<file path="config.mk">
export PLATFORM = sky130hd
export DESIGN_NAME = qdr_bank
export DESIGN_NICKNAME = d
export VERILOG_FILES = /design/src/qdr_pkg.sv /design/src/qdr_bank.sv
export VERILOG_INCLUDE_DIRS = /design/src
export SDC_FILE = /design/constraint.sdc
export NUM_CORES = 2
export LEC_CHECK = 0
export ABC_AREA = 0
export CORE_MARGIN = 2
export CORE_UTILIZATION = 65
export DETAILED_ROUTE_END_ITERATION = 10
export DONT_BUFFER_PORTS = 1
export PLACE_DENSITY = 0.81
export SLEW_MARGIN = 20
export SYNTH_ARGS = -nofsm -noshare
export SYNTH_HDL_FRONTEND = slang
export SYNTH_SLANG_ARGS = --single-unit
</file>
<file path="constraint.sdc">
create_clock -name mclk -period 13.8 [get_ports mclk]
set_clock_uncertainty 0.2 [all_clocks]
set_input_delay 0 -clock mclk [delete_from_list [all_inputs] [get_ports mclk]]
set_output_delay 0 -clock mclk [all_outputs]
set_load 0.05 [all_outputs]
</file>
<file path="src/qdr_regs.svh">
// offsets, field positions, reset values and counts of the queue doorbell register bank
// assumes byte addressing with one aligned 32-bit word per register
`ifndef QDR_REGS_SVH
`define QDR_REGS_SVH
`define QDR_IDX_OFF 16'h0000
`define QDR_DAT_OFF 16'h0004
`define QDR_ASQ_LO_OFF 16'h0028
`define QDR_ASQ_HI_OFF 16'h002C
`define QDR_ACQ_LO_OFF 16'h0030
`define QDR_ACQ_HI_OFF 16'h0034
`define QDR_SQ_DB_BASE 16'h1000
`define QDR_CQ_DB_BASE 16'h1004
`define QDR_DB_SHIFT 3
`define QDR_BASE_LSB 12
`define QDR_IDX_LSB 2
`define QDR_PAGE_SHIFT_MIN 5'h0C
`define QDR_BASE_RST 52'h0
`define QDR_PTR_RST 16'h0000
`define QDR_IDX_RST 30'h0
`define QDR_NQ 4
`define QDR_ADMIN_VECTOR 16'h0000
`endif

</file>
<file path="src/qdr_pkg.sv">
// types shared by the queue doorbell register bank
// assumes the constants header is compiled alongside
package qdr_pkg;
    typedef logic [15:0] qdr_ptr_t;
    typedef struct packed {
        logic io_space;
        logic write;
        logic [15:0] addr;
        logic [31:0] wdata;
    } qdr_req_t;
    typedef struct packed {
        logic is_cq;
        logic invalid;
        logic [15:0] qid;
        qdr_ptr_t count;
    } qdr_evt_t;
endpackage : qdr_pkg

</file>
<file path="src/qdr_bank.sv">
// queue doorbell register bank: admin queue bases, doorbells, indirect index/data pair
// assumes host requests arrive on mclk, one per cycle, from the function's bus logic
//
// Operation
// - admin submission base 64 bits, 63:12 writable, 11:0 read zero
// - admin completion base 64 bits, 63:12 writable, low bits read zero
// - admin completion postings always use interrupt vector zero
// - submission tail doorbell at 1000h plus 8y, 16-bit value, upper bits zero
// - completion head doorbell at 1004h plus 8y, 16-bit value
// - tail write replaces tail; wrapped difference is count of new commands
// - head write replaces head; wrapped difference is count of freed slots
// - invalid doorbell value posts asynchronous event to admin completion queue
// - full completion queue withholds postings; its feeding submission queue pauses
// - queue empty exactly when head equals tail
// - queue full when head equals tail plus one with wrap
// - submitter writes at tail then advances, wrapping to zero past size
// - consumer takes at head then advances, wrapping to zero past size
// - index register bits 31:2 hold register offset, low bits zero
// - data register forwards accesses to register chosen by index
// - index/data pair lives only in the I/O space region
// - enable clear resets pointers but keeps admin queue base registers
// - page size is two to the twelve plus page field, 4KB minimum
`include "qdr_regs.svh"
module qdr_bank (
    input wire logic mclk,
    input wire logic rst_n,
    input wire logic req_valid,
    input wire qdr_pkg::qdr_req_t req,
    output logic rsp_valid_q,
    output logic [31:0] rsp_data_q,
    input wire logic controller_enable_bit,
    input wire logic [3:0] page_size_field,
    input wire logic [`QDR_NQ-1:0] queue_alloc,
    input wire logic [`QDR_NQ-1:0][15:0] sq_size,
    input wire logic [`QDR_NQ-1:0][15:0] cq_size,
    input wire logic fetch_req,
    input wire logic [1:0] fetch_qid,
    output logic fetch_grant_q,
    input wire logic post_req,
    input wire logic [1:0] post_qid,
    output logic post_grant_q,
    output logic [15:0] post_vector_q,
    output logic evt_valid_q,
    output qdr_pkg::qdr_evt_t evt_q,
    output logic admin_event_q,
    output logic [`QDR_NQ-1:0] sq_empty_q,
    output logic [`QDR_NQ-1:0] cq_full_q,
    output logic [63:0] admin_submission_base_q,
    output logic [63:0] admin_completion_base_q,
    output logic base_misaligned_q
);
    import qdr_pkg::*;
    localparam int NQ = `QDR_NQ;
    localparam int QW = $clog2(NQ);

    function automatic qdr_ptr_t wrap_diff(qdr_ptr_t a, qdr_ptr_t b, qdr_ptr_t size);
        logic [16:0] d;
        d = {1'b0, a} - {1'b0, b};
        if (a < b) begin
            d = d + {1'b0, size} + 17'h00001;
        end
        return d[15:0];
    endfunction : wrap_diff

    function automatic qdr_ptr_t next_ptr(qdr_ptr_t p, qdr_ptr_t size);
        return (p == size) ? `QDR_PTR_RST : qdr_ptr_t'(p + 16'h0001);
    endfunction : next_ptr

    logic [51:0] asq_q;
    logic [51:0] acq_q;
    logic [29:0] idx_q;
    qdr_ptr_t sq_tail_q [NQ];
    qdr_ptr_t sq_head_q [NQ];
    qdr_ptr_t cq_head_q [NQ];
    qdr_ptr_t cq_tail_q [NQ];
    logic en_q;
    logic ctrl_rst;
    logic dat_sel;
    logic mmio_sel;
    logic [15:0] eff_addr;
    logic [15:0] db_off;
    logic db_hit;
    logic [QW-1:0] db_q;
    logic db_is_cq;
    logic db_alloc;
    logic db_wr;
    qdr_ptr_t db_val;
    qdr_ptr_t db_cnt;
    qdr_ptr_t db_room;
    logic db_bad;
    logic wr;
    logic [31:0] rd_data;
    logic [NQ-1:0] alloc;
    logic [NQ-1:0] sq_empty;
    logic [NQ-1:0] cq_full;
    logic fetch_ok;
    logic post_ok;
    logic [51:0] page_mask;

    // controller reset on enable falling edge; bases survive it
    always_ff @(posedge mclk or negedge rst_n) begin
        if (!rst_n) begin
            en_q <= 1'b0;
        end else begin
            en_q <= controller_enable_bit;
        end
    end
    assign ctrl_rst = en_q && !controller_enable_bit;
    assign alloc = {queue_alloc[NQ-1:1], controller_enable_bit};

    always_comb begin
        wr = req_valid && req.write;
        dat_sel = req.io_space && req.addr == `QDR_DAT_OFF;
        eff_addr = dat_sel ? {idx_q[13:0], 2'b00} : req.addr;
        mmio_sel = !req.io_space || dat_sel;
        db_off = eff_addr - `QDR_SQ_DB_BASE;
        db_q = db_off[`QDR_DB_SHIFT +: QW];
        db_is_cq = db_off[2];
        db_hit = mmio_sel && eff_addr >= `QDR_SQ_DB_BASE && eff_addr[1:0] == 2'b00
            && db_off[15:`QDR_DB_SHIFT] < 13'(NQ);
        db_alloc = alloc[db_q];
        db_wr = wr && db_hit && db_alloc;
        db_val = req.wdata[15:0];
        if (db_is_cq) begin
            db_cnt = wrap_diff(db_val, cq_head_q[db_q], cq_size[db_q]);
            db_room = wrap_diff(cq_tail_q[db_q], cq_head_q[db_q], cq_size[db_q]);
        end else begin
            db_cnt = wrap_diff(db_val, sq_tail_q[db_q], sq_size[db_q]);
            db_room = sq_size[db_q] - wrap_diff(sq_tail_q[db_q], sq_head_q[db_q],
                sq_size[db_q]);
        end
        // pointer outside queue, or moving past the other pointer
        db_bad = db_val > (db_is_cq ? cq_size[db_q] : sq_size[db_q]) || db_cnt > db_room;
    end

    always_comb begin
        for (int i = 0; i < NQ; i++) begin
            sq_empty[i] = sq_head_q[i] == sq_tail_q[i];
            cq_full[i] = cq_head_q[i] == next_ptr(cq_tail_q[i], cq_size[i]);
        end
    end

    // a submission queue pauses while its completion queue is full
    assign fetch_ok = fetch_req && alloc[fetch_qid] && !sq_empty[fetch_qid]
        && !cq_full[fetch_qid];
    assign post_ok = post_req && alloc[post_qid] && !cq_full[post_qid];

    always_ff @(posedge mclk or negedge rst_n) begin
        if (!rst_n) begin
            asq_q <= `QDR_BASE_RST;
        end else if (wr && mmio_sel && eff_addr == `QDR_ASQ_LO_OFF) begin
            asq_q[19:0] <= req.wdata[31:`QDR_BASE_LSB];
        end else if (wr && mmio_sel && eff_addr == `QDR_ASQ_HI_OFF) begin
            asq_q[51:20] <= req.wdata;
        end
    end

    always_ff @(posedge mclk or negedge rst_n) begin
        if (!rst_n) begin
            acq_q <= `QDR_BASE_RST;
        end else if (wr && mmio_sel && eff_addr == `QDR_ACQ_LO_OFF) begin
            acq_q[19:0] <= req.wdata[31:`QDR_BASE_LSB];
        end else if (wr && mmio_sel && eff_addr == `QDR_ACQ_HI_OFF) begin
            acq_q[51:20] <= req.wdata;
        end
    end

    always_ff @(posedge mclk or negedge rst_n) begin
        if (!rst_n) begin
            idx_q <= `QDR_IDX_RST;
        end else if (wr && req.io_space && req.addr == `QDR_IDX_OFF) begin
            idx_q <= req.wdata[31:`QDR_IDX_LSB];
        end
    end

    // host-owned pointers: tail of submission, head of completion
    always_ff @(posedge mclk or negedge rst_n) begin
        if (!rst_n) begin
            for (int i = 0; i < NQ; i++) begin
                sq_tail_q[i] <= `QDR_PTR_RST;
                cq_head_q[i] <= `QDR_PTR_RST;
            end
        end else if (ctrl_rst) begin
            for (int i = 0; i < NQ; i++) begin
                sq_tail_q[i] <= `QDR_PTR_RST;
                cq_head_q[i] <= `QDR_PTR_RST;
            end
        end else if (db_wr && !db_bad) begin
            if (db_is_cq) begin
                cq_head_q[db_q] <= db_val;
            end else begin
                sq_tail_q[db_q] <= db_val;
            end
        end
    end

    // device-owned pointers: head of submission, tail of completion
    always_ff @(posedge mclk or negedge rst_n) begin
        if (!rst_n) begin
            for (int i = 0; i < NQ; i++) begin
                sq_head_q[i] <= `QDR_PTR_RST;
                cq_tail_q[i] <= `QDR_PTR_RST;
            end
        end else if (ctrl_rst) begin
            for (int i = 0; i < NQ; i++) begin
                sq_head_q[i] <= `QDR_PTR_RST;
                cq_tail_q[i] <= `QDR_PTR_RST;
            end
        end else begin
            if (fetch_ok) begin
                sq_head_q[fetch_qid] <= next_ptr(sq_head_q[fetch_qid],
                    sq_size[fetch_qid]);
            end
            if (post_ok) begin
                cq_tail_q[post_qid] <= next_ptr(cq_tail_q[post_qid], cq_size[post_qid]);
            end
        end
    end

    always_ff @(posedge mclk or negedge rst_n) begin
        if (!rst_n) begin
            fetch_grant_q <= 1'b0;
            post_grant_q <= 1'b0;
            post_vector_q <= `QDR_ADMIN_VECTOR;
        end else begin
            fetch_grant_q <= fetch_ok && !ctrl_rst;
            post_grant_q <= post_ok && !ctrl_rst;
            if (post_ok) begin
                // other queues take their id as vector until vector tables exist
                post_vector_q <= (post_qid == 2'b00) ? `QDR_ADMIN_VECTOR
                    : {14'h0000, post_qid};
            end
        end
    end

    // doorbell event carries the wrapped count to the fetch or post engine
    always_ff @(posedge mclk or negedge rst_n) begin
        if (!rst_n) begin
            evt_valid_q <= 1'b0;
            evt_q <= '0;
            admin_event_q <= 1'b0;
        end else begin
            evt_valid_q <= db_wr && !ctrl_rst;
            admin_event_q <= db_wr && db_bad && !ctrl_rst;
            if (db_wr) begin
                evt_q <= '{is_cq: db_is_cq, invalid: db_bad, qid: 16'(db_q), count: db_cnt};
            end
        end
    end

    always_ff @(posedge mclk or negedge rst_n) begin
        if (!rst_n) begin
            sq_empty_q <= '1;
            cq_full_q <= '0;
        end else begin
            sq_empty_q <= sq_empty;
            cq_full_q <= cq_full;
        end
    end

    // page is 2^(12+field); base bits above bit 11 but below page must be zero
    always_comb begin
        page_mask = ~({52{1'b1}} << page_size_field);
    end

    always_ff @(posedge mclk or negedge rst_n) begin
        if (!rst_n) begin
            base_misaligned_q <= 1'b0;
        end else begin
            base_misaligned_q <= |(asq_q & page_mask) || |(acq_q & page_mask);
        end
    end

    assign admin_submission_base_q = {asq_q, 12'h000};
    assign admin_completion_base_q = {acq_q, 12'h000};

    always_comb begin
        rd_data = 32'h0000_0000;
        if (req.io_space && req.addr == `QDR_IDX_OFF) begin
            rd_data = {idx_q, 2'b00};
        end else if (mmio_sel) begin
            if (db_hit) begin
                // undefined for the host; stored value returned, upper half zero
                rd_data = {16'h0000, db_is_cq ? cq_head_q[db_q] : sq_tail_q[db_q]};
            end else if (eff_addr == `QDR_ASQ_LO_OFF) begin
                rd_data = {asq_q[19:0], 12'h000};
            end else if (eff_addr == `QDR_ASQ_HI_OFF) begin
                rd_data = asq_q[51:20];
            end else if (eff_addr == `QDR_ACQ_LO_OFF) begin
                rd_data = {acq_q[19:0], 12'h000};
            end else if (eff_addr == `QDR_ACQ_HI_OFF) begin
                rd_data = acq_q[51:20];
            end
        end
    end

    always_ff @(posedge mclk or negedge rst_n) begin
        if (!rst_n) begin
            rsp_valid_q <= 1'b0;
            rsp_data_q <= 32'h0000_0000;
        end else begin
            rsp_valid_q <= req_valid;
            rsp_data_q <= (req_valid && !req.write) ? rd_data : 32'h0000_0000;
        end
    end
endmodule : qdr_bank

</file>
==> metrics.txt <==
WS Path Type reg -> reg; switching portion of total power 35.9%; Comb pwr share 33.8%; Synth area leaders dfrtp_1, mux2i_1, nand2_1; io pins 420; CTS tree done; post-synthesis sequential area ratio 30.4%; setup violators final 0; largest family of logic cells by synthesized area simple AND/OR/NAND/NOR gates; Met1 Wirelength 51400 um; Power Density 101 nW/um2; Post-synth EDFFs 0; met3 WL 20200 um; Die Y 245 um; mapped cell area 37800 um2; Slew @ Worst Pin 1.34 ns; clock slew at reported path FFs 0.06 ns; Critical Path Start Type flop; GPL Wtd Cong 1.01; initial core utilization 65.6%; min-delay worst type in -> reg; CTS Buf Count 48; most frequent cell after synthesis nand2_1; initial antenna violation count 4; Psw 1470 uW; # DRC 0; unrepaired setup endpoints after global routing no; Post-Route WL 139000 um; post-synthesis mux area share 16.6%; Via density 6.96; share of post-route cells with drive strength above 1 9.47%; Max Cap Viol 0; Max Fclk 84.1 MHz; number of port buffers 0; max-slew violations 0; post-route ant nets 0; area grow syn2layout 7.73%; # H-tree levels 2; crit path max fanout 52; Reg power frac 33.5%; Distinct cells, synth 100; Sink Count 459; simple logic cell fraction of the synthesized area 20.0%; Die Wd 245 um; area occupied by multi-input gates 24700 um2; remaining global-route overflow 0; clk buf depth 3; Fin. Hold Viols 0; CP max stage cell nand2_1; Min Hold Slack 0.00314 ns; clock latency on the worst-skew pair 0.63 ns; row count 88; fin nets 4642; main flop type after synthesis dfrtp_1; post-CTS sizing 0; pin count of the biggest net entering global routing 460; CORE AREA 57600 um2; GRT Overall Usage 44.8%; fraction of registers with async set/reset 100%; Post-Synth XOR/XNOR Area 8.56%; wire per inst 27.4 um; Inst Count DP 4880; CP most frequent cell a21oi_1; P_leak 0.0186 uW; crit path capture type flop; Commonest cells post-synth nand2_1, dfrtp_1, mux2i_1, xnor2_1, nor2_1; average cell area after synthesis 8.71 um2; DR top layer met5; Setup TNS Final 0 ns; Yosys top cell area share 30.1%; DRT Pass-1 Iters 7; Layout Cells excl Fill 5065; post-synthesis register bit count 459; vias in the first global route 32600; Final Power 4110 uW; outcome completed; Reg area 11500 um2; antenna cells 0; arrival time worst endpoint 12.20 ns; Syn Inst Count 4335; total number of vias 35300; die area 60100 um2; Int Pwr 2630 uW; fillcell total 4383; Final period util 86.1%; max incr delay on CP 0.87 ns; area leader, netlist dfrtp_1; root buffer cell clkbuf_16; worst IR drop on VDD 0.105 mV; Yosys warning count 0; share of synthesized cell area in full adder, half adder and majority cells 6.42%; WL met2 58000 um; critical path required time 14.11 ns; first-pass GRT wire length 204000 um; compound-cell area share of the yosys netlist 13.0%; DRT iter0 DRCs 4774; Clock power frac 32.7%; max_slew headroom 10.4%; dpl hpwl 97000 um; final critical-path required period 11.89 ns
-- power groups by stage --
stage / logic (uW) / registers, uW / clock network, uW
3_5_place_dp: 1260 / 1400 / 0
3_3_place_gp: 1240 / 1400 / 0
4_1_cts: 1330 / 1380 / 1340
6_report: 1390 / 1380 / 1340
2_1_floorplan: 975 / 1390 / 0
5_1_grt: 1490 / 1370 / 1390
-- stage by stage --
stage	util, %	setup slack [ns]	instance area (um2)
2_1_floorplan	-	3.13	38000
3_3_place_gp	66.0	2.56	38000
3_5_place_dp	66.0	2.19	38000
4_1_cts	70.4	2.15	40500
5_1_grt	70.7	1.24	40700
6_report	70.7	1.91	40700
-- state kept, by name (all words and copies together), names as in the netlist, 2 cells and up --
signal         flops
evt_q             20
rsp_data_q        32
post_vector_q      2
asq_q             52
acq_q             52
cq_head_q         64
idx_q             30
cq_tail_q         64
cq_full_q          4
sq_tail_q         64
sq_empty_q         4
sq_head_q         64
-- worst max-delay path, delay by kind of cell (launching register included) --
family	cells	cell delay, ns
buffers and inverters	5	0.75
adders and majority gates	6	1.94
DFF	1	0.52
muxes	4	0.92
AOI/OAI and AO/OA	13	3.76
xor gates and xnor gates	2	0.57
and+or+nand+nor	11	3.06
-- cell type report --
type / instances / area share (%)
clock buffers: 68 / 3.38
multi-input cells: 3488 / 60.8
inverters: 119 / 1.10
flip-flops and latches: 459 / 28.2
repair buffers: 149 / 3.63
clock inverters: 17 / 0.541
well taps: 765 / 2.35
-- cell families (layout without fill, tap and decap cells) --
group	after synthesis	after routing
buffers and inverters	439	353
XOR/XNOR	358	358
flip-flops	459	459
multiplexers	526	526
AO/OA/AOI/OAI	726	726
other	1	52
AND/OR/NAND/NOR	1635	1635
adder cells (fa/ha/maj)	191	191
-- per-layer routing --
layer | GRT usage, % | vias to the layer above
li1 | - | 15300
met1 | 59.8 | 17000
met2 | 64.4 | 2591
met3 | 14.6 | 465
met4 | 23.9 | 4
met5 | 0 | -
-- path summary, 6_finish.rpt --
kind	slack [ns]	end	cells after the start	startpoint
setup / recovery	1.91	cq_head_q[23]	41	idx_q[1]
hold / removal	0.003	sq_head_q[52]	2	fetch_qid[1]
setup reg to reg	1.91	cq_head_q[23]	41	idx_q[1]
hold reg to reg	0.32	idx_q[21]	1	idx_q[21]
max in group asynchronous	11.45	acq_q[24]	5	rst_n
min in group asynchronous	0.28	cq_tail_q[29]	3	rst_n
-- cell usage in the layout (no fill, tap or decap), drive strengths merged, types with 123 or more instances in the layout --
cell type,Yosys,routed
nand2,819,819
dfrtp,455,455
mux2i,311,311
xnor2,244,244
nor2,232,232
o21ai,186,186
ha,173,173
mux2,149,149
nand3,135,135
a21oi,123,123
-- timing repair --
item / 4_1_cts / 5_1_grt
buffers inserted: 0 / 0
hold endpoints to repair: 897 / 80
hold buffers: 92 / 5
Power figures use the tool's default switching activity.
